==> src/design/panel_timing_map.svh <==
// Purpose: Register offsets, field positions, reset values and timing counts.
// Assumes: One pixel clock period equals two cycles of the block clock.
// Notes:   Register offsets are byte offsets inside the register window.
`ifndef PANEL_TIMING_MAP_SVH
`define PANEL_TIMING_MAP_SVH

`define REG_WINDOW_TOP      12'hfff
`define REG_REVISION        5'h00
`define REG_MODE            5'h01
`define REG_HORIZ_DISPLAY   5'h04
`define REG_VERT_DISP_LOW   5'h05
`define REG_VERT_DISP_HIGH  5'h06
`define REG_DATA_READY_STROBE_POSITION   5'h07
`define REG_HORIZ_NON_DISP  5'h08
`define REG_VERT_NON_DISP   5'h0a
`define REG_STATUS          5'h1f

`define MODE_BIT_TFT        7
`define MODE_BIT_DUAL       6
`define MODE_BIT_COLOR      5
`define MODE_BIT_LINE_POL   4
`define MODE_BIT_FRAME_POL  3
`define MODE_BIT_MASK_SHIFT 2

`define REG_RESET_VALUE     8'h00
// The product and revision codes below are arbitrary values.
`define PRODUCT_ID_VALUE    6'h15
`define REVISION_ID_VALUE   2'h1

`define LINE_PULSE_WIDTH    12'h009
`define FRAME_TO_LINE_LEAD  12'h012
`define DATA_READY_STROBE_TO_LINE_BASE   12'h010
`define PASSIVE_LINE_RISE   12'h011
`define PASSIVE_LINE_FALL   12'h01a
`define HORIZONTAL_NON_DISPLAY_PERIOD_BASE           5'h04

`define PIXEL_WIDTH         12
`define FIFO_DEPTH          8

`endif

==> src/design/panel_timing_pkg.sv <==
// Purpose: Types shared by the panel timing generator.
// Assumes: Nothing beyond the map header.
// Notes:   Widths follow the map header.
package panel_timing_pkg;
  typedef enum logic {
    PANEL_PASSIVE,
    PANEL_TFT
  } panel_mode_e;
  typedef logic [11:0] pixel_t;
  typedef logic [11:0] hcount_t;
  typedef logic [10:0] vcount_t;
  typedef logic [12:0] fcount_t;
endpackage

==> src/design/pixel_fifo.sv <==
// Purpose: Small first-in first-out buffer for pixel words.
// Assumes: Both sides run on the same clock.
// Notes:   Ready and valid follow the fill count directly.
`timescale 1ns/1ns
`default_nettype none
module pixel_fifo #(
  parameter int WIDTH = 12,
  parameter int DEPTH = 8
) (
  input  wire logic             clock_in,
  input  wire logic             reset_n_in,
  input  wire logic             in_valid_in,
  output logic                  in_ready_out,
  input  wire logic [WIDTH-1:0] in_data_in,
  output logic                  out_valid_out,
  input  wire logic             out_ready_in,
  output logic      [WIDTH-1:0] out_data_out
);
  localparam int AW = $clog2(DEPTH);
  logic [WIDTH-1:0] mem_reg [DEPTH];
  logic [AW-1:0]    wr_ptr_reg;
  logic [AW-1:0]    rd_ptr_reg;
  logic [AW:0]      count_reg;
  wire              push;
  wire              pop;

  assign in_ready_out  = (count_reg != (AW+1)'(DEPTH));
  assign out_valid_out = (count_reg != '0);
  assign out_data_out  = mem_reg[rd_ptr_reg];
  assign push          = in_valid_in & in_ready_out;
  assign pop           = out_valid_out & out_ready_in;

  // Pointers wrap at the depth, which need not be a power of two.
  always_ff @(posedge clock_in or negedge reset_n_in) begin
    if (!reset_n_in) begin
      wr_ptr_reg <= '0;
      rd_ptr_reg <= '0;
      count_reg  <= '0;
    end else begin
      if (push) begin
        wr_ptr_reg <= (wr_ptr_reg == AW'(DEPTH - 1)) ? '0 : wr_ptr_reg + 1'b1;
      end
      if (pop) begin
        rd_ptr_reg <= (rd_ptr_reg == AW'(DEPTH - 1)) ? '0 : rd_ptr_reg + 1'b1;
      end
      if (push && !pop) begin
        count_reg <= count_reg + 1'b1;
      end else if (pop && !push) begin
        count_reg <= count_reg - 1'b1;
      end
    end
  end

  always_ff @(posedge clock_in) begin
    if (push) begin
      mem_reg[wr_ptr_reg] <= in_data_in;
    end
  end
endmodule // pixel_fifo
`default_nettype wire

==> src/design/panel_timing_gen.sv <==
// Purpose: Panel timing generator with shift clock, line and frame pulses,
//          data-ready strobe and pixel data, configured over Wishbone.
// Assumes: clock_in runs at twice the pixel rate; pixel words arrive from
//          a source on its own strobe clock, which is sampled here.
// Notes:   All panel outputs other than the shift clock change only at clock_in edges where the shift clock rises or, when masked, would rise.
//
// Decided for this implementation: the Wishbone slave port and the address map.
`timescale 1ns/1ns
`default_nettype none
`include "panel_timing_map.svh"
module panel_timing_gen
  import panel_timing_pkg::*;
#(
  parameter logic [5:0] PRODUCT_ID  = `PRODUCT_ID_VALUE,
  parameter logic [1:0] REVISION_ID = `REVISION_ID_VALUE
) (
  input  wire logic        clock_in,
  input  wire logic        reset_n_in,
  input  wire logic        wb_cyc_in,
  input  wire logic        wb_stb_in,
  input  wire logic        wb_we_in,
  input  wire logic [16:0] wb_adr_in,
  input  wire logic        wb_sel_in,
  input  wire logic [7:0]  wb_dat_in,
  output logic      [7:0]  wb_dat_out,
  output logic             wb_ack_out,
  input  wire logic        src_clk_in,
  input  wire logic        src_valid_in,
  input  wire logic [11:0] src_data_in,
  output logic             src_ready_out,
  output logic             pixel_shift_clock_out,
  output logic             line_pulse_out,
  output logic             frame_pulse_out,
  output logic             data_ready_strobe_out,
  output logic      [11:0] panel_pixel_data_out
);

  // Multiplies a field by eight pixel clocks.
  function automatic hcount_t times8(input logic [8:0] field);
    times8 = hcount_t'({field, 3'b000});
  endfunction

  // Distance from a start position to the counter, modulo the line length.
  function automatic hcount_t line_offset(input hcount_t pos,
                                          input hcount_t start,
                                          input hcount_t len);
    line_offset = (pos >= start) ? pos - start : pos + len - start;
  endfunction

  // Wraps a position that runs past the end of the line.
  function automatic hcount_t line_wrap(input hcount_t pos,
                                        input hcount_t len);
    line_wrap = (pos >= len) ? pos - len : pos;
  endfunction

  // Registers.
  logic [7:0] mode_reg;
  logic [7:0] horiz_display_reg;
  logic [7:0] vert_disp_low_reg;
  logic [7:0] vert_disp_high_reg;
  logic [7:0] data_ready_strobe_position_reg;
  logic [7:0] horiz_non_disp_reg;
  logic [7:0] vert_non_disp_reg;
  logic [7:0] rd_data_reg;
  logic       ack_reg;

  // Bus decode.
  wire        bus_request;
  wire        in_window;
  wire [4:0]  reg_index;
  wire        write_strobe;
  wire [7:0]  read_value;

  assign bus_request  = wb_cyc_in & wb_stb_in & ~ack_reg;
  assign in_window    = (wb_adr_in[16:5] == `REG_WINDOW_TOP);
  assign reg_index    = wb_adr_in[4:0];
  assign write_strobe = bus_request & wb_we_in & wb_sel_in & in_window;

  // Source synchroniser and edge detector.
  logic [13:0] src_sync1_reg;
  logic [13:0] src_sync2_reg;
  logic        src_clk_prev_reg;
  wire         src_push;
  wire         fifo_out_valid;
  wire         fifo_pop;
  pixel_t      fifo_out_data;

  assign src_push = src_sync2_reg[13] & ~src_clk_prev_reg & src_sync2_reg[12];

  pixel_fifo #(
    .WIDTH (`PIXEL_WIDTH),
    .DEPTH (`FIFO_DEPTH)
  ) u_fifo (
    .clock_in      (clock_in),
    .reset_n_in    (reset_n_in),
    .in_valid_in   (src_push),
    .in_ready_out  (src_ready_out),
    .in_data_in    (src_sync2_reg[11:0]),
    .out_valid_out (fifo_out_valid),
    .out_ready_in  (fifo_pop),
    .out_data_out  (fifo_out_data)
  );

  // Timing state.
  logic        phase_reg;
  hcount_t     hcount_reg;
  vcount_t     vcount_reg;
  fcount_t     frame_count_reg;
  logic        frame_active_reg;
  logic        shift_reg;
  logic        line_reg;
  logic        frame_reg;
  logic        data_ready_strobe_reg;
  pixel_t      pixel_reg;

  panel_mode_e panel_mode;
  wire         tick;
  wire         color_passive;
  wire         shift_masked;
  hcount_t     hdp_len;
  hcount_t     horizontal_non_display_period_len;
  hcount_t     horizontal_non_display_period_field8;
  hcount_t     tft_line_len;
  hcount_t     disp_len;
  hcount_t     line_len;
  hcount_t     line_start_raw;
  hcount_t     line_start;
  hcount_t     frame_start;
  vcount_t     vdp_lines;
  vcount_t     frame_lines;
  wire         line_end;
  wire         frame_end;
  wire         in_h_display;
  wire         in_v_display;
  wire         display_now;
  wire         line_asserted;
  wire         frame_trigger;
  wire         frame_done;
  wire         frame_asserted;
  wire         line_level;
  wire         frame_level;
  wire         shift_enable;

  assign panel_mode    = mode_reg[`MODE_BIT_TFT] ? PANEL_TFT : PANEL_PASSIVE;
  assign tick          = phase_reg;
  assign color_passive = (panel_mode == PANEL_PASSIVE)
                       & mode_reg[`MODE_BIT_COLOR];

  assign hdp_len      = times8({2'b00, horiz_display_reg[6:0]} + 9'h001);
  assign horizontal_non_display_period_len     = times8({4'h0, horiz_non_disp_reg[4:0]}
                      + {4'h0, `HORIZONTAL_NON_DISPLAY_PERIOD_BASE});
  assign tft_line_len = hdp_len + horizontal_non_display_period_len;
  assign disp_len     = (panel_mode == PANEL_TFT) ? hdp_len
                      : {hdp_len[10:0], 1'b0};
  assign line_len     = (panel_mode == PANEL_TFT) ? tft_line_len
                      : {tft_line_len[10:0], 1'b0};
  assign horizontal_non_display_period_field8  = times8({4'h0, horiz_non_disp_reg[4:0]});

  // The line pulse start follows the data-ready fall in TFT mode and the
  // last shift edge of the display period in passive mode.
  assign line_start_raw = (panel_mode == PANEL_TFT)
    ? hdp_len + times8({4'h0, data_ready_strobe_position_reg[4:0]})
      + `DATA_READY_STROBE_TO_LINE_BASE
    : disp_len + {horizontal_non_display_period_field8[10:0], 1'b0}
      + `PASSIVE_LINE_RISE;
  assign line_start  = line_wrap(line_start_raw, line_len);
  assign frame_start = line_wrap(line_start + `FRAME_TO_LINE_LEAD,
                                 line_len);

  assign vdp_lines   = {1'b0, vert_disp_high_reg[1:0], vert_disp_low_reg}
                     + 11'h001;
  assign frame_lines = vdp_lines + {4'h0, vert_non_disp_reg[6:0]};

  assign line_end     = (hcount_reg >= line_len - 12'h001);
  assign frame_end    = (vcount_reg >= frame_lines - 11'h001);
  assign in_h_display = (hcount_reg < disp_len);
  assign in_v_display = (vcount_reg < vdp_lines);
  assign display_now  = in_h_display & in_v_display;

  // Width nine covers both the TFT low time and the passive rise-to-fall.
  assign line_asserted = line_offset(hcount_reg, line_start, line_len)
                       < `LINE_PULSE_WIDTH;

  assign frame_trigger  = frame_end & (hcount_reg == frame_start);
  assign frame_done     = (frame_count_reg
                        >= {line_len, 1'b0} - 13'h0001);
  assign frame_asserted = frame_active_reg | frame_trigger;

  // TFT levels follow the polarity bits; passive pulses are active high.
  assign line_level  = (panel_mode == PANEL_TFT)
                     ? (mode_reg[`MODE_BIT_LINE_POL] ? line_asserted
                                                     : ~line_asserted)
                     : line_asserted;
  assign frame_level = (panel_mode == PANEL_TFT)
                     ? (mode_reg[`MODE_BIT_FRAME_POL] ? frame_asserted
                                                      : ~frame_asserted)
                     : frame_asserted;

  assign shift_masked = color_passive | mode_reg[`MODE_BIT_MASK_SHIFT];
  assign shift_enable = ~shift_masked | display_now;
  assign fifo_pop     = tick & display_now & fifo_out_valid;

  // Register read multiplexer.
  assign read_value =
      (!in_window) ? 8'h00 :
      (reg_index == `REG_REVISION)       ? {PRODUCT_ID, REVISION_ID} :
      (reg_index == `REG_MODE)           ? mode_reg :
      (reg_index == `REG_HORIZ_DISPLAY)  ? horiz_display_reg :
      (reg_index == `REG_VERT_DISP_LOW)  ? vert_disp_low_reg :
      (reg_index == `REG_VERT_DISP_HIGH) ? vert_disp_high_reg :
      (reg_index == `REG_DATA_READY_STROBE_POSITION)  ? data_ready_strobe_position_reg :
      (reg_index == `REG_HORIZ_NON_DISP) ? horiz_non_disp_reg :
      (reg_index == `REG_VERT_NON_DISP)  ? vert_non_disp_reg :
      (reg_index == `REG_STATUS)
        ? {5'h00, frame_active_reg, ~fifo_out_valid, in_v_display} :
      8'h00;

  assign wb_ack_out            = ack_reg;
  assign wb_dat_out            = rd_data_reg;
  assign pixel_shift_clock_out = shift_reg;
  assign line_pulse_out        = line_reg;
  assign frame_pulse_out       = frame_reg;
  assign data_ready_strobe_out = data_ready_strobe_reg;
  assign panel_pixel_data_out  = pixel_reg;

  // Wishbone slave; an access outside the window is acknowledged with zero.
  always_ff @(posedge clock_in or negedge reset_n_in) begin
    if (!reset_n_in) begin
      ack_reg     <= 1'b0;
      rd_data_reg <= 8'h00;
    end else begin
      ack_reg <= bus_request;
      if (bus_request) begin
        rd_data_reg <= read_value;
      end
    end
  end

  always_ff @(posedge clock_in or negedge reset_n_in) begin
    if (!reset_n_in) begin
      mode_reg           <= `REG_RESET_VALUE;
      horiz_display_reg  <= `REG_RESET_VALUE;
      vert_disp_low_reg  <= `REG_RESET_VALUE;
      vert_disp_high_reg <= `REG_RESET_VALUE;
      data_ready_strobe_position_reg  <= `REG_RESET_VALUE;
      horiz_non_disp_reg <= `REG_RESET_VALUE;
      vert_non_disp_reg  <= `REG_RESET_VALUE;
    end else if (write_strobe) begin
      if (reg_index == `REG_MODE) begin
        mode_reg <= wb_dat_in;
      end else if (reg_index == `REG_HORIZ_DISPLAY) begin
        horiz_display_reg <= {1'b0, wb_dat_in[6:0]};
      end else if (reg_index == `REG_VERT_DISP_LOW) begin
        vert_disp_low_reg <= wb_dat_in;
      end else if (reg_index == `REG_VERT_DISP_HIGH) begin
        vert_disp_high_reg <= {6'h00, wb_dat_in[1:0]};
      end else if (reg_index == `REG_DATA_READY_STROBE_POSITION) begin
        data_ready_strobe_position_reg <= {3'h0, wb_dat_in[4:0]};
      end else if (reg_index == `REG_HORIZ_NON_DISP) begin
        horiz_non_disp_reg <= {3'h0, wb_dat_in[4:0]};
      end else if (reg_index == `REG_VERT_NON_DISP) begin
        vert_non_disp_reg <= {1'b0, wb_dat_in[6:0]};
      end
    end
  end

  // Two flip-flops in front of the edge detector.
  always_ff @(posedge clock_in or negedge reset_n_in) begin
    if (!reset_n_in) begin
      src_sync1_reg    <= '0;
      src_sync2_reg    <= '0;
      src_clk_prev_reg <= 1'b0;
    end else begin
      src_sync1_reg    <= {src_clk_in, src_valid_in, src_data_in};
      src_sync2_reg    <= src_sync1_reg;
      src_clk_prev_reg <= src_sync2_reg[13];
    end
  end

  // The horizontal counter advances once per pixel clock, the vertical counter once per line.
  always_ff @(posedge clock_in or negedge reset_n_in) begin
    if (!reset_n_in) begin
      phase_reg  <= 1'b0;
      hcount_reg <= '0;
      vcount_reg <= '0;
    end else begin
      phase_reg <= ~phase_reg;
      if (tick) begin
        hcount_reg <= line_end ? '0 : hcount_reg + 12'h001;
        if (line_end) begin
          vcount_reg <= frame_end ? '0 : vcount_reg + 11'h001;
        end
      end
    end
  end

  // Frame pulse runs for exactly two line lengths once triggered.
  always_ff @(posedge clock_in or negedge reset_n_in) begin
    if (!reset_n_in) begin
      frame_active_reg <= 1'b0;
      frame_count_reg  <= '0;
    end else if (tick) begin
      if (frame_trigger) begin
        frame_active_reg <= 1'b1;
        frame_count_reg  <= 13'h0001;
      end else if (frame_active_reg && frame_done) begin
        frame_active_reg <= 1'b0;
        frame_count_reg  <= '0;
      end else if (frame_active_reg) begin
        frame_count_reg <= frame_count_reg + 13'h0001;
      end
    end
  end

  // Shift clock rises with every launch unless masked, and falls one cycle later, so
  // every launched output is stable one cycle each side of the fall.
  always_ff @(posedge clock_in or negedge reset_n_in) begin
    if (!reset_n_in) begin
      shift_reg <= 1'b0;
    end else begin
      shift_reg <= tick & shift_enable;
    end
  end

  always_ff @(posedge clock_in or negedge reset_n_in) begin
    if (!reset_n_in) begin
      line_reg  <= 1'b1;
      frame_reg <= 1'b1;
      data_ready_strobe_reg  <= 1'b0;
      pixel_reg <= '0;
    end else if (tick) begin
      line_reg  <= line_level;
      frame_reg <= frame_level;
      data_ready_strobe_reg  <= display_now;
      pixel_reg <= fifo_pop ? fifo_out_data : '0;
    end
  end

endmodule // panel_timing_gen
`default_nettype wire

==> config.mk <==
export PLATFORM = sky130hd
export DESIGN_NAME = panel_timing_gen
export DESIGN_NICKNAME = d
export VERILOG_FILES = /design/src/design/panel_timing_pkg.sv /design/src/design/pixel_fifo.sv /design/src/design/panel_timing_gen.sv
export VERILOG_INCLUDE_DIRS = /design/src /design/src/design
export SDC_FILE = /design/constraint.sdc
export NUM_CORES = 1
export LEC_CHECK = 0
export ABC_AREA = 1
export BUFFER_PORTS_ARGS = -buffer_cell sky130_fd_sc_hd__buf_4
export CAP_MARGIN = 0
export CORE_MARGIN = 5
export CORE_UTILIZATION = 25
export CTS_CLUSTER_SIZE = 14
export DETAILED_ROUTE_END_ITERATION = 7
export MAX_ROUTING_LAYER = met4
export PLACE_DENSITY_LB_ADDON = 0.2
export SYNTH_ARGS = -nofsm -noshare
export SYNTH_HDL_FRONTEND = slang
export SYNTH_SLANG_ARGS = --single-unit
export TNS_END_PERCENT = 10
==> constraint.sdc <==
create_clock -name clock_in -period 10.5 [get_ports clock_in]
set_clock_uncertainty 0.05 [all_clocks]
set_input_delay 2.1 -clock clock_in [delete_from_list [all_inputs] [get_ports clock_in]]
set_output_delay 2.1 -clock clock_in [all_outputs]
set_load 0.005 [all_outputs]
==> results of run 1 <==
cell type report:
class,count,area share
inverter,243,0.05026
multi-input combinational,1411,0.4592
tap,846,0.05817
timing repair buffer,77,0.03197
sequential,240,0.3567
clock inverter,8,0.005020
clock buffer,38,0.03871
critical path, delay by kind of cell (launching register included):
kind / cells / cell delay, ps
flops: 1 / 360
xor+xnor: 1 / 240
fa+ha+maj: 6 / 1810
compound gates: 3 / 830
buf+inv: 8 / 1680
simple gates: 25 / 3740
worst paths after layout:
| path | startpoint | endpoint | slack, ps | depth (start not counted) |
|---|---|---|---|---|
| worst max-delay path | mode_reg[7] | frame_count_reg[5] | 1640 | 43 |
| worst min-delay path | src_sync1_reg[0] | src_sync2_reg[0] | 290 | 0 |
| worst max register to register | mode_reg[7] | frame_count_reg[5] | 1640 | 43 |
| worst min register to register | src_sync1_reg[0] | src_sync2_reg[0] | 290 | 0 |
| max in group asynchronous | reset_n_in | u_fifo.rd_ptr_reg[0] | 7320 | 2 |
| min in group asynchronous | reset_n_in | wb_ack_out | 1570 | 1 |
through the flow:
stage	instance area [um^2]	cells	util	hold slack [ps]
after detailed placement	17400	2817	0.2758	284.7
after floorplan	15930	1936	-	281.2
after global routing	18200	2863	0.2885	301.9
after CTS	18200	2863	0.2885	293.2
after global placement	17400	2817	0.2758	283.2
final	18200	2863	0.2885	292.0
cells in the mapped netlist (4+ instances only):
master / n / area (um^2)
nand2_2: 11 / 68.82
xnor2_1: 30 / 262.8
edfxtp_1: 96 / 2883
inv_2: 6 / 22.52
a31oi_1: 4 / 25.02
nand2_4: 4 / 45.04
a22o_1: 4 / 35.03
fa_1: 15 / 300.3
inv_1: 234 / 878.3
dfrtp_1: 142 / 3553
nand2_1: 415 / 1558
nand3_2: 7 / 70.07
nor3_1: 24 / 120.1
or2_2: 13 / 81.33
clkbuf_1: 33 / 123.9
o22ai_1: 33 / 206.5
nor3b_1: 4 / 30.03
a21o_1: 8 / 60.06
nand3_1: 124 / 620.6
o211ai_1: 4 / 30.03
nand4_1: 23 / 143.9
o21a_1: 4 / 30.03
ha_1: 147 / 1839
nand3b_1: 9 / 67.56
buf_2: 4 / 20.02
o21ai_0: 173 / 865.8
o2111ai_1: 5 / 43.79
o31ai_1: 4 / 30.03
a21oi_1: 88 / 440.4
nor2_1: 180 / 675.7
nor4_1: 6 / 37.54
xor2_1: 38 / 332.8
report_power, final:
group          switching (W)  internal [W]  leakage (nW)
logic               0.000192      0.000110          5.16
clock network       0.000385      0.000492         0.378
registers          0.0000816       0.00102          2.77
per-layer routing:
layer	wire, um	part of all wire	vias to the layer above	track usage
met5	0	0	-	-
met4	1396	0.029	0	0.04141
met3	1727	0.036	75	0.01554
met2	22290	0.47	232	0.2296
met1	22290	0.47	6249	0.1797
li1	-	-	6619	-
cells by family (layout without fill, tap and decap cells):
kind of cell,count (synthesis),count (layout),synth area share
and+or+nand+nor,835,835,0.2300
AOI/OAI and AO/OA,344,344,0.1203
buffers and inverters,285,366,0.06930
DFF,240,240,0.4074
adders and majority gates,162,162,0.1343
xor gates and xnor gates,68,68,0.03740
muxes,2,2,0.001257
==> flow_metrics.env, run 1 <==
export IMPL_cts_buffer_depth=3
export IMPL_hpwl_mm=35.43
export IMPL_slowest_stage="inv_1"
export IMPL_grt_pass1_wl_mm=75.36
export IMPL_fin_nets=2205
export IMPL_synth_area_um2=15930
export IMPL_post_cts_buffers=0
export IMPL_pwr_density_cell_nw_per_um2=125.0
export IMPL_port_buffers=70
export IMPL_tns_ps=0
export IMPL_die_h_um=262.4
export IMPL_grt_max_degree=83
export IMPL_antenna_found_initial=0
export IMPL_drc=0
export IMPL_synth_ff_type="dfrtp_1"
export IMPL_finalWorstSetupSlack_ps=1644
export IMPL_max_freq_ghz=0.1129
export IMPL_total_leakage_power_nw=8.304
export IMPL_worstSkewPairLatency_ps=560
export IMPL_path_clk_slew_ps=60
export IMPL_syn_inst=1936
export IMPL_regArea_um2=6490
export IMPL_postRouteAntennaNets=0
export IMPL_synth_edf_count=96
export IMPL_h_tree_depth=1
export IMPL_hold_violations=0
export IMPL_cts_buffers=25
export IMPL_final_cell_mix="nand2_1 (415), inv_1 (234), nor2_1 (175)"
export IMPL_vias=13175
export IMPL_cp_data_required_time_ps=10890
export IMPL_drv_slew=0
export IMPL_die_w_um=262.4
export IMPL_core_area_um2=63080
export IMPL_dieArea_um2=68850
export IMPL_synth_cell_type_count=59
export IMPL_synth_seq_cells=240
export IMPL_crit_type="reg -> reg"
export IMPL_synth_nets=2143
export IMPL_ir_drop_v=0.0001263
export IMPL_vias_per_cell=4.602
export IMPL_tightest_slew_ps=1132
export IMPL_wirelength_mm=47.71
export IMPL_setup_viol=0
export IMPL_drive_above_1_share=0.08726
export IMPL_async_reset_ff_frac=0.6000
export IMPL_critPathArrivalTime_ps=9240
export IMPL_area_growth_pct=14.26
export IMPL_track_usage=0.1386
export IMPL_hp_class="reg -> reg"
export IMPL_num_fill_cells=6955
export IMPL_cts_sinks=240
export IMPL_grt_pass1_vias=13284
export IMPL_slew_headroom=0.2445
export IMPL_io_pins=71
export IMPL_rsz0062_at_grt="no"
export IMPL_start_util=0.2525
export IMPL_pre_cts_ws_ps=1694
export IMPL_path_max_fanout=30
export IMPL_power_w=0.002275
export IMPL_rows=92
export IMPL_post_cts_hold_buffer_count=0
export IMPL_place_congestion=0.9326
export IMPL_drtIter0Drc=711
export IMPL_yosys_warnings=0
export IMPL_root_buffer="clkbuf_16"
export IMPL_crit_path_frequent_cell="nand2_1"
export IMPL_period_needed_ps=8856
export IMPL_final_common_cell="nand2_1"
export IMPL_cts_resized=0
export IMPL_multi_input_area_um2=8356
export IMPL_syn_area_per_cell_um2=8.226
export IMPL_cap_violations=0
export IMPL_fin_crit_sh=0.8435
export IMPL_crit_path_end_kind="register"
export IMPL_gr_total_overflow=0
export IMPL_antennaDiodeCount=0
export IMPL_ys_seq_area_frac=0.4074
export IMPL_drt_pass1_iterations=5
export IMPL_status="finished, final reports clean"
export IMPL_avgRoutedWirePerCell_um=16.66
export IMPL_max_stage_delay_ps=860
export IMPL_largest_register_ffs=96
export IMPL_cts_tree="yes"
export IMPL_start_kind="register"
No activity file was read; power rests on OpenSTA's default activity.
==> inputs of run 2 (changes only) <==
ABC_AREA = 0   (was 1)
clock period = 7.4 ns   (was 10.5 ns; I/O delays follow)
==> run 2 against run 1 <==
Net effect:
- the run now ends with setup timing left
- clock power increased by 46%
- worst hold slack improved by 6.0 ps
- sequential share of layout area is 2.2 points lower
- register-to-register slack lost 1800 ps
- via count shrank 10%
- die area down 2.0%
- global-route usage fell by 0.55 points
- sequential cell count unchanged
- non-clock buffer count grew 148
- setup slack got worse by 1800 ps
- maximum frequency up 17%
- area after synthesis fell by 2.1%
- critical path type unchanged
- largest cell class unchanged
==> flow_metrics.env, run 2 <==
export IMPL_status="finished, violations left"
export IMPL_failed_checks="setup timing"
export IMPL_root_buffer="clkbuf_16"
export IMPL_crit_type="reg -> reg"
export IMPL_rsz0062_at_grt="yes"
export IMPL_final_common_cell="buf_4"
export IMPL_io_pins=71
export IMPL_drt_pass1_iterations=5
export IMPL_path_clk_slew_ps=70
export IMPL_yosysTopAreaCell="dfrtp_1"
export IMPL_vias_per_cell=4.682
export IMPL_max_stage_delay_ps=530
export IMPL_fin_util=0.3145
export IMPL_postRouteAntennaNets=0
export IMPL_cp_buffers_inverters=3
export IMPL_total_leakage_power_nw=8.288
export IMPL_setup_viol=12
export IMPL_start_kind="register"
export IMPL_period_needed_ps=7567
export IMPL_critPathArrivalTime_ps=7990
export IMPL_synth_edf_count=96
export IMPL_ys_seq_area_frac=0.4160
export IMPL_cts_tree="yes"
export IMPL_start_util=0.2528
export IMPL_slowest_stage="or4_4"
export IMPL_hpwl_mm=33.18
export IMPL_cts_buffers=25
export IMPL_h_tree_depth=1
export IMPL_hp_class="reg -> reg"
export IMPL_wirelength_mm=44.23
export IMPL_rows=91
export IMPL_dp_cells=2461
export IMPL_drtIter0Drc=598
export IMPL_track_usage=0.1330
export IMPL_antenna_found_initial=0
export IMPL_cts_sinks=240
export IMPL_async_reset_ff_frac=0.6000
export IMPL_vias=11809
export IMPL_synth_area_um2=15600
export IMPL_die_h_um=259.8
export IMPL_crit_path_end_kind="register"
export IMPL_synth_seq_cells=240
export IMPL_tns_ps=-1181
export IMPL_path_max_fanout=6
export IMPL_place_congestion=0.8822
export IMPL_tightest_slew_ps=1245
export IMPL_core_area_um2=61710
export IMPL_pre_cts_ws_ps=-372.0
export IMPL_synthTopCellsByCount="ha_1 (147), dfrtp_1 (142), inv_1 (103)"
export IMPL_fin_crit_sh=1.023
export IMPL_grt_max_degree=96
export IMPL_largest_register_ffs=96
export IMPL_avgRoutedWirePerCell_um=17.54
export IMPL_synth_most_common_cell="ha_1"
export IMPL_fin_nets=1874
export IMPL_pwr_density_cell_nw_per_um2=167.5
export IMPL_cp_data_required_time_ps=7820
export IMPL_post_cts_hold_buffer_count=0
export IMPL_syn_area_per_cell_um2=10.70
export IMPL_grt_pass1_vias=12225
export IMPL_synth_cell_type_count=88
export IMPL_synth_ff_type="dfrtp_1"
export IMPL_crit_family="simple AND/OR/NAND/NOR gates"
export IMPL_worstSkewPairLatency_ps=540
export IMPL_gr_total_overflow=0
export IMPL_port_buffers=70
export IMPL_slew_headroom=0.1633
export IMPL_dieArea_um2=67490
export IMPL_grt_pass1_wl_mm=70.15
export IMPL_syn_inst=1458
export IMPL_ir_drop_v=0.0001685
export IMPL_antennaDiodeCount=0
export IMPL_finalWorstSetupSlack_ps=-167.0
export IMPL_yosysTopAreaCellShare=0.2278
export IMPL_num_fill_cells=6450
export IMPL_area_growth_pct=24.42
export IMPL_hold_violations=0
export IMPL_drv_slew=0
export IMPL_drc=0
export IMPL_synth_nets=1665
export IMPL_drive_above_1_share=0.2564
export IMPL_die_w_um=259.8
export IMPL_cts_buffer_depth=3
export IMPL_yosys_warnings=0
export IMPL_fin_cells=2522
export IMPL_yosys_top_cells_area="dfrtp_1 (23%), edfxtp_1 (18%), ha_1 (12%)"
export IMPL_max_freq_ghz=0.1322
export IMPL_final_cell_mix="buf_4 (222), dfrtp_1 (141), ha_1 (138)"
export IMPL_cap_violations=0
[run 2: cell type report]
cell class              instances  area (um^2)  area share
clock buffers                  33        696.9     0.03591
clock inverters                12        140.1    0.007221
inverters                     103        386.6     0.01992
multi-input cells            1072         8937      0.4605
flip-flops and latches        240         6490      0.3344
well taps                     837         1047     0.05396
repair buffers                225         1709     0.08807
[run 2: layer usage]
metal  wire length (um)  GRT usage  up-vias
met5                  0          -        -
met4                811    0.02936        0
met3               1324    0.01175       50
met2              21110     0.2226      195
met1              20980     0.1773     5793
li1                   -          -     5771
[run 2: where the power goes]
group	internal [W]	switching [W]
Sequential	0.00144	0.0000875
Combinational	0.000236	0.000207
Clock	0.000741	0.000538
Total	0.00242	0.000833
[run 2: per-stage QoR]
stage | instance area, um^2 | hold WS [ps] | power [W]
2_1_floorplan | 15710 | 281.2 | 0.001850
3_3_place_gp | 18180 | 283.8 | 0.002007
3_5_place_dp | 18180 | 287.2 | 0.002013
4_1_cts | 19270 | 301.4 | 0.003316
5_1_grt | 19410 | 307.3 | 0.003413
6_report | 19410 | 297.9 | 0.003251
[run 2: path summary, 6_finish.rpt]
check                                startpoint                   end  slack [ps]  depth (start not counted)
max                        horiz_display_reg[0]   frame_count_reg[11]        -170                         39
min                            src_sync1_reg[9]      src_sync2_reg[9]         300                          0
max reg2reg                horiz_display_reg[0]   frame_count_reg[11]        -170                         39
min reg2reg                    src_sync1_reg[9]      src_sync2_reg[9]         300                          0
max in group asynchronous            reset_n_in         hcount_reg[5]        5060                          2
min in group asynchronous            reset_n_in  vert_non_disp_reg[3]         990                          1
[run 2: what timing repair did]
action / 4_1_cts / 5_1_grt
gates cloned: 1 / 0
resized for setup: 32 / 21
buffers inserted: 12 / 3
endpoints found under the setup margin: 16 / 16
pin swaps: 28 / 18
[run 2: cells by family (layout without fill, tap and decap cells)]
group,count (synthesis),after routing,share of synthesized area
xor gates and xnor gates,91,91,0.05158
adders and majority gates,164,164,0.1384
AOI/OAI and AO/OA,327,328,0.1392
DFF,240,240,0.4160
muxes,106,106,0.09184
and+or+nand+nor,383,383,0.1267
buffers and inverters,147,373,0.03618
[run 2: worst register-to-register path, delay by kind of cell, from the launching register on]
kind	cells	cell delay, ps
flip-flops	1	380
AND/OR/NAND/NOR	13	2120
multiplexers	2	350
buffers and inverters	3	350
adder cells (fa/ha/maj)	7	1950
XOR/XNOR	3	520
AO/OA/AOI/OAI	11	1800
==> inputs of run 3 (changes only) <==
PLACE_DENSITY_LB_ADDON = 0.12   (was 0.2)
clock period = 9.1 ns   (was 7.4 ns; I/O delays follow)
==> run 3 against run 2 <==
Net effect:
- utilization down 2.0 points
- sequential power decreased by 19%
- the run now ends clean
- total power down 19%
- final cell count down 4.6%
- die area stayed put
- final area fell by 6.4%
- count of clock-buffer cells in the layout up 9
- via count shrank 4.3%
- non-clock buffer count is 121 lower
==> flow_metrics.env, run 3 (synthesis results as in run 2) <==
export IMPL_tightest_slew_ps=1126
export IMPL_whs_ps=295.4
export IMPL_path_clk_slew_ps=60
export IMPL_cap_violations=0
export IMPL_grt_pass1_vias=11728
export IMPL_h_tree_depth=1
export IMPL_gr_total_overflow=0
export IMPL_hp_class="reg -> reg"
export IMPL_postRouteAntennaNets=0
export IMPL_hpwl_mm=33.68
export IMPL_total_leakage_power_nw=7.620
export IMPL_avgRoutedWirePerCell_um=18.98
export IMPL_ir_drop_v=0.0001318
export IMPL_core_area_um2=61710
export IMPL_status="finished, final reports clean"
export IMPL_start_kind="register"
export IMPL_grt_max_degree=89
export IMPL_final_cell_mix="ha_1 (145), dfrtp_1 (142), inv_1 (103), buf_4 (103), edfxtp_1 (96)"
export IMPL_drt_pass1_iterations=5
export IMPL_wirelength_mm=45.66
export IMPL_path_max_fanout=16
export IMPL_fin_nets=1754
export IMPL_slowest_stage="or4_1"
export IMPL_final_common_cell="ha_1"
export IMPL_cts_buffers=27
export IMPL_drc=0
export IMPL_vias_per_cell=4.697
export IMPL_grt_pass1_wl_mm=70.78
export IMPL_die_w_um=259.8
export IMPL_io_pins=71
export IMPL_rows=91
export IMPL_hold_violations=0
export IMPL_critPathArrivalTime_ps=8930
export IMPL_drive_above_1_share=0.1601
export IMPL_worstSkewPairLatency_ps=560
export IMPL_die_h_um=259.8
export IMPL_slew_headroom=0.2438
export IMPL_setup_viol=0
export IMPL_fin_crit_sh=0.9339
export IMPL_cp_data_required_time_ps=9530
export IMPL_tns_ps=0
export IMPL_crit_type="reg -> reg"
export IMPL_dieArea_um2=67490
export IMPL_post_cts_hold_buffer_count=0
export IMPL_track_usage=0.1371
export IMPL_cts_sinks=240
export IMPL_period_needed_ps=8498
export IMPL_antenna_found_initial=0
export IMPL_port_buffers=70
export IMPL_cts_buffer_depth=3
export IMPL_cts_tree="yes"
export IMPL_drv_slew=0
export IMPL_place_congestion=0.8705
export IMPL_rsz0062_at_grt="no"
export IMPL_pwr_density_cell_nw_per_um2=145.8
export IMPL_max_freq_ghz=0.1177
export IMPL_root_buffer="clkbuf_16"
export IMPL_num_fill_cells=6482
export IMPL_vias=11301
export IMPL_area_growth_pct=16.52
export IMPL_crit_path_end_kind="register"
export IMPL_max_stage_delay_ps=510
export IMPL_drtIter0Drc=561
export IMPL_largest_register_ffs=96
export IMPL_start_util=0.2528
## run 3: worst max-delay path, delay by kind of cell (launching register included)
family                   cells  cell delay, ps
AND/OR/NAND/NOR             11            2260
buffers and inverters        4             480
multiplexers                 2             280
XOR/XNOR                     2             470
flip-flops                   1             430
adder cells (fa/ha/maj)      7            2220
AO/OA/AOI/OAI               13            2230
## run 3: timing repair
item                                    CTS  global route
gates resized for setup                   0            11
setup buffers                             0             1
endpoints found under the setup margin    0            15
## run 3: area by class of cell
class | count | area [um^2] | share of cell area
inverter | 103 | 386.6 | 0.02127
clock inverter | 8 | 82.58 | 0.004544
clock buffer | 42 | 732.0 | 0.04027
sequential | 240 | 6489 | 0.3570
tap | 837 | 1047 | 0.05762
timing repair buffer | 104 | 784.5 | 0.04316
antenna | 1 | 2.502 | 0.0001377
multi-input combinational | 1071 | 8651 | 0.4760
## run 3: final timing paths
path / start / to / slack, ps / depth (start not counted)
max reg2reg: horiz_display_reg[0] / frame_count_reg[10] / 600 / 39
max in group asynchronous: reset_n_in / src_sync2_reg[6] / 6340 / 2
min: src_sync1_reg[9] / src_sync2_reg[9] / 300 / 0
max: horiz_display_reg[0] / frame_count_reg[10] / 600 / 39
min reg2reg: src_sync1_reg[9] / src_sync2_reg[9] / 300 / 0
min in group asynchronous: reset_n_in / vert_non_disp_reg[1] / 1300 / 1
## run 3: layer usage
layer / share of wire / vias up / track usage
met1: 0.48 / 5549 / 0.1843
met4: 0.019 / 0 / 0.02877
li1: - / 5544 / -
met3: 0.029 / 46 / 0.01612
met2: 0.47 / 162 / 0.2253
met5: 0 / - / -
## run 3: power by group
group          switching [W]  internal [W]
clock network       0.000456      0.000584
registers          0.0000650       0.00117
logic               0.000180      0.000192
## run 3: per-stage QoR
stage          cells  instance area, um^2    util  total power (W)  setup WS (ps)
6_report        2406                18170  0.2945         0.002649          601.7
5_1_grt         2405                18170  0.2945         0.002789          21.79
2_1_floorplan   1458                15600       -         0.001504          654.1
4_1_cts         2404                18120  0.2936         0.002709          49.58
3_5_place_dp    2354                17300  0.2804         0.001649          127.3
3_3_place_gp    2354                17300  0.2804         0.001644          393.9
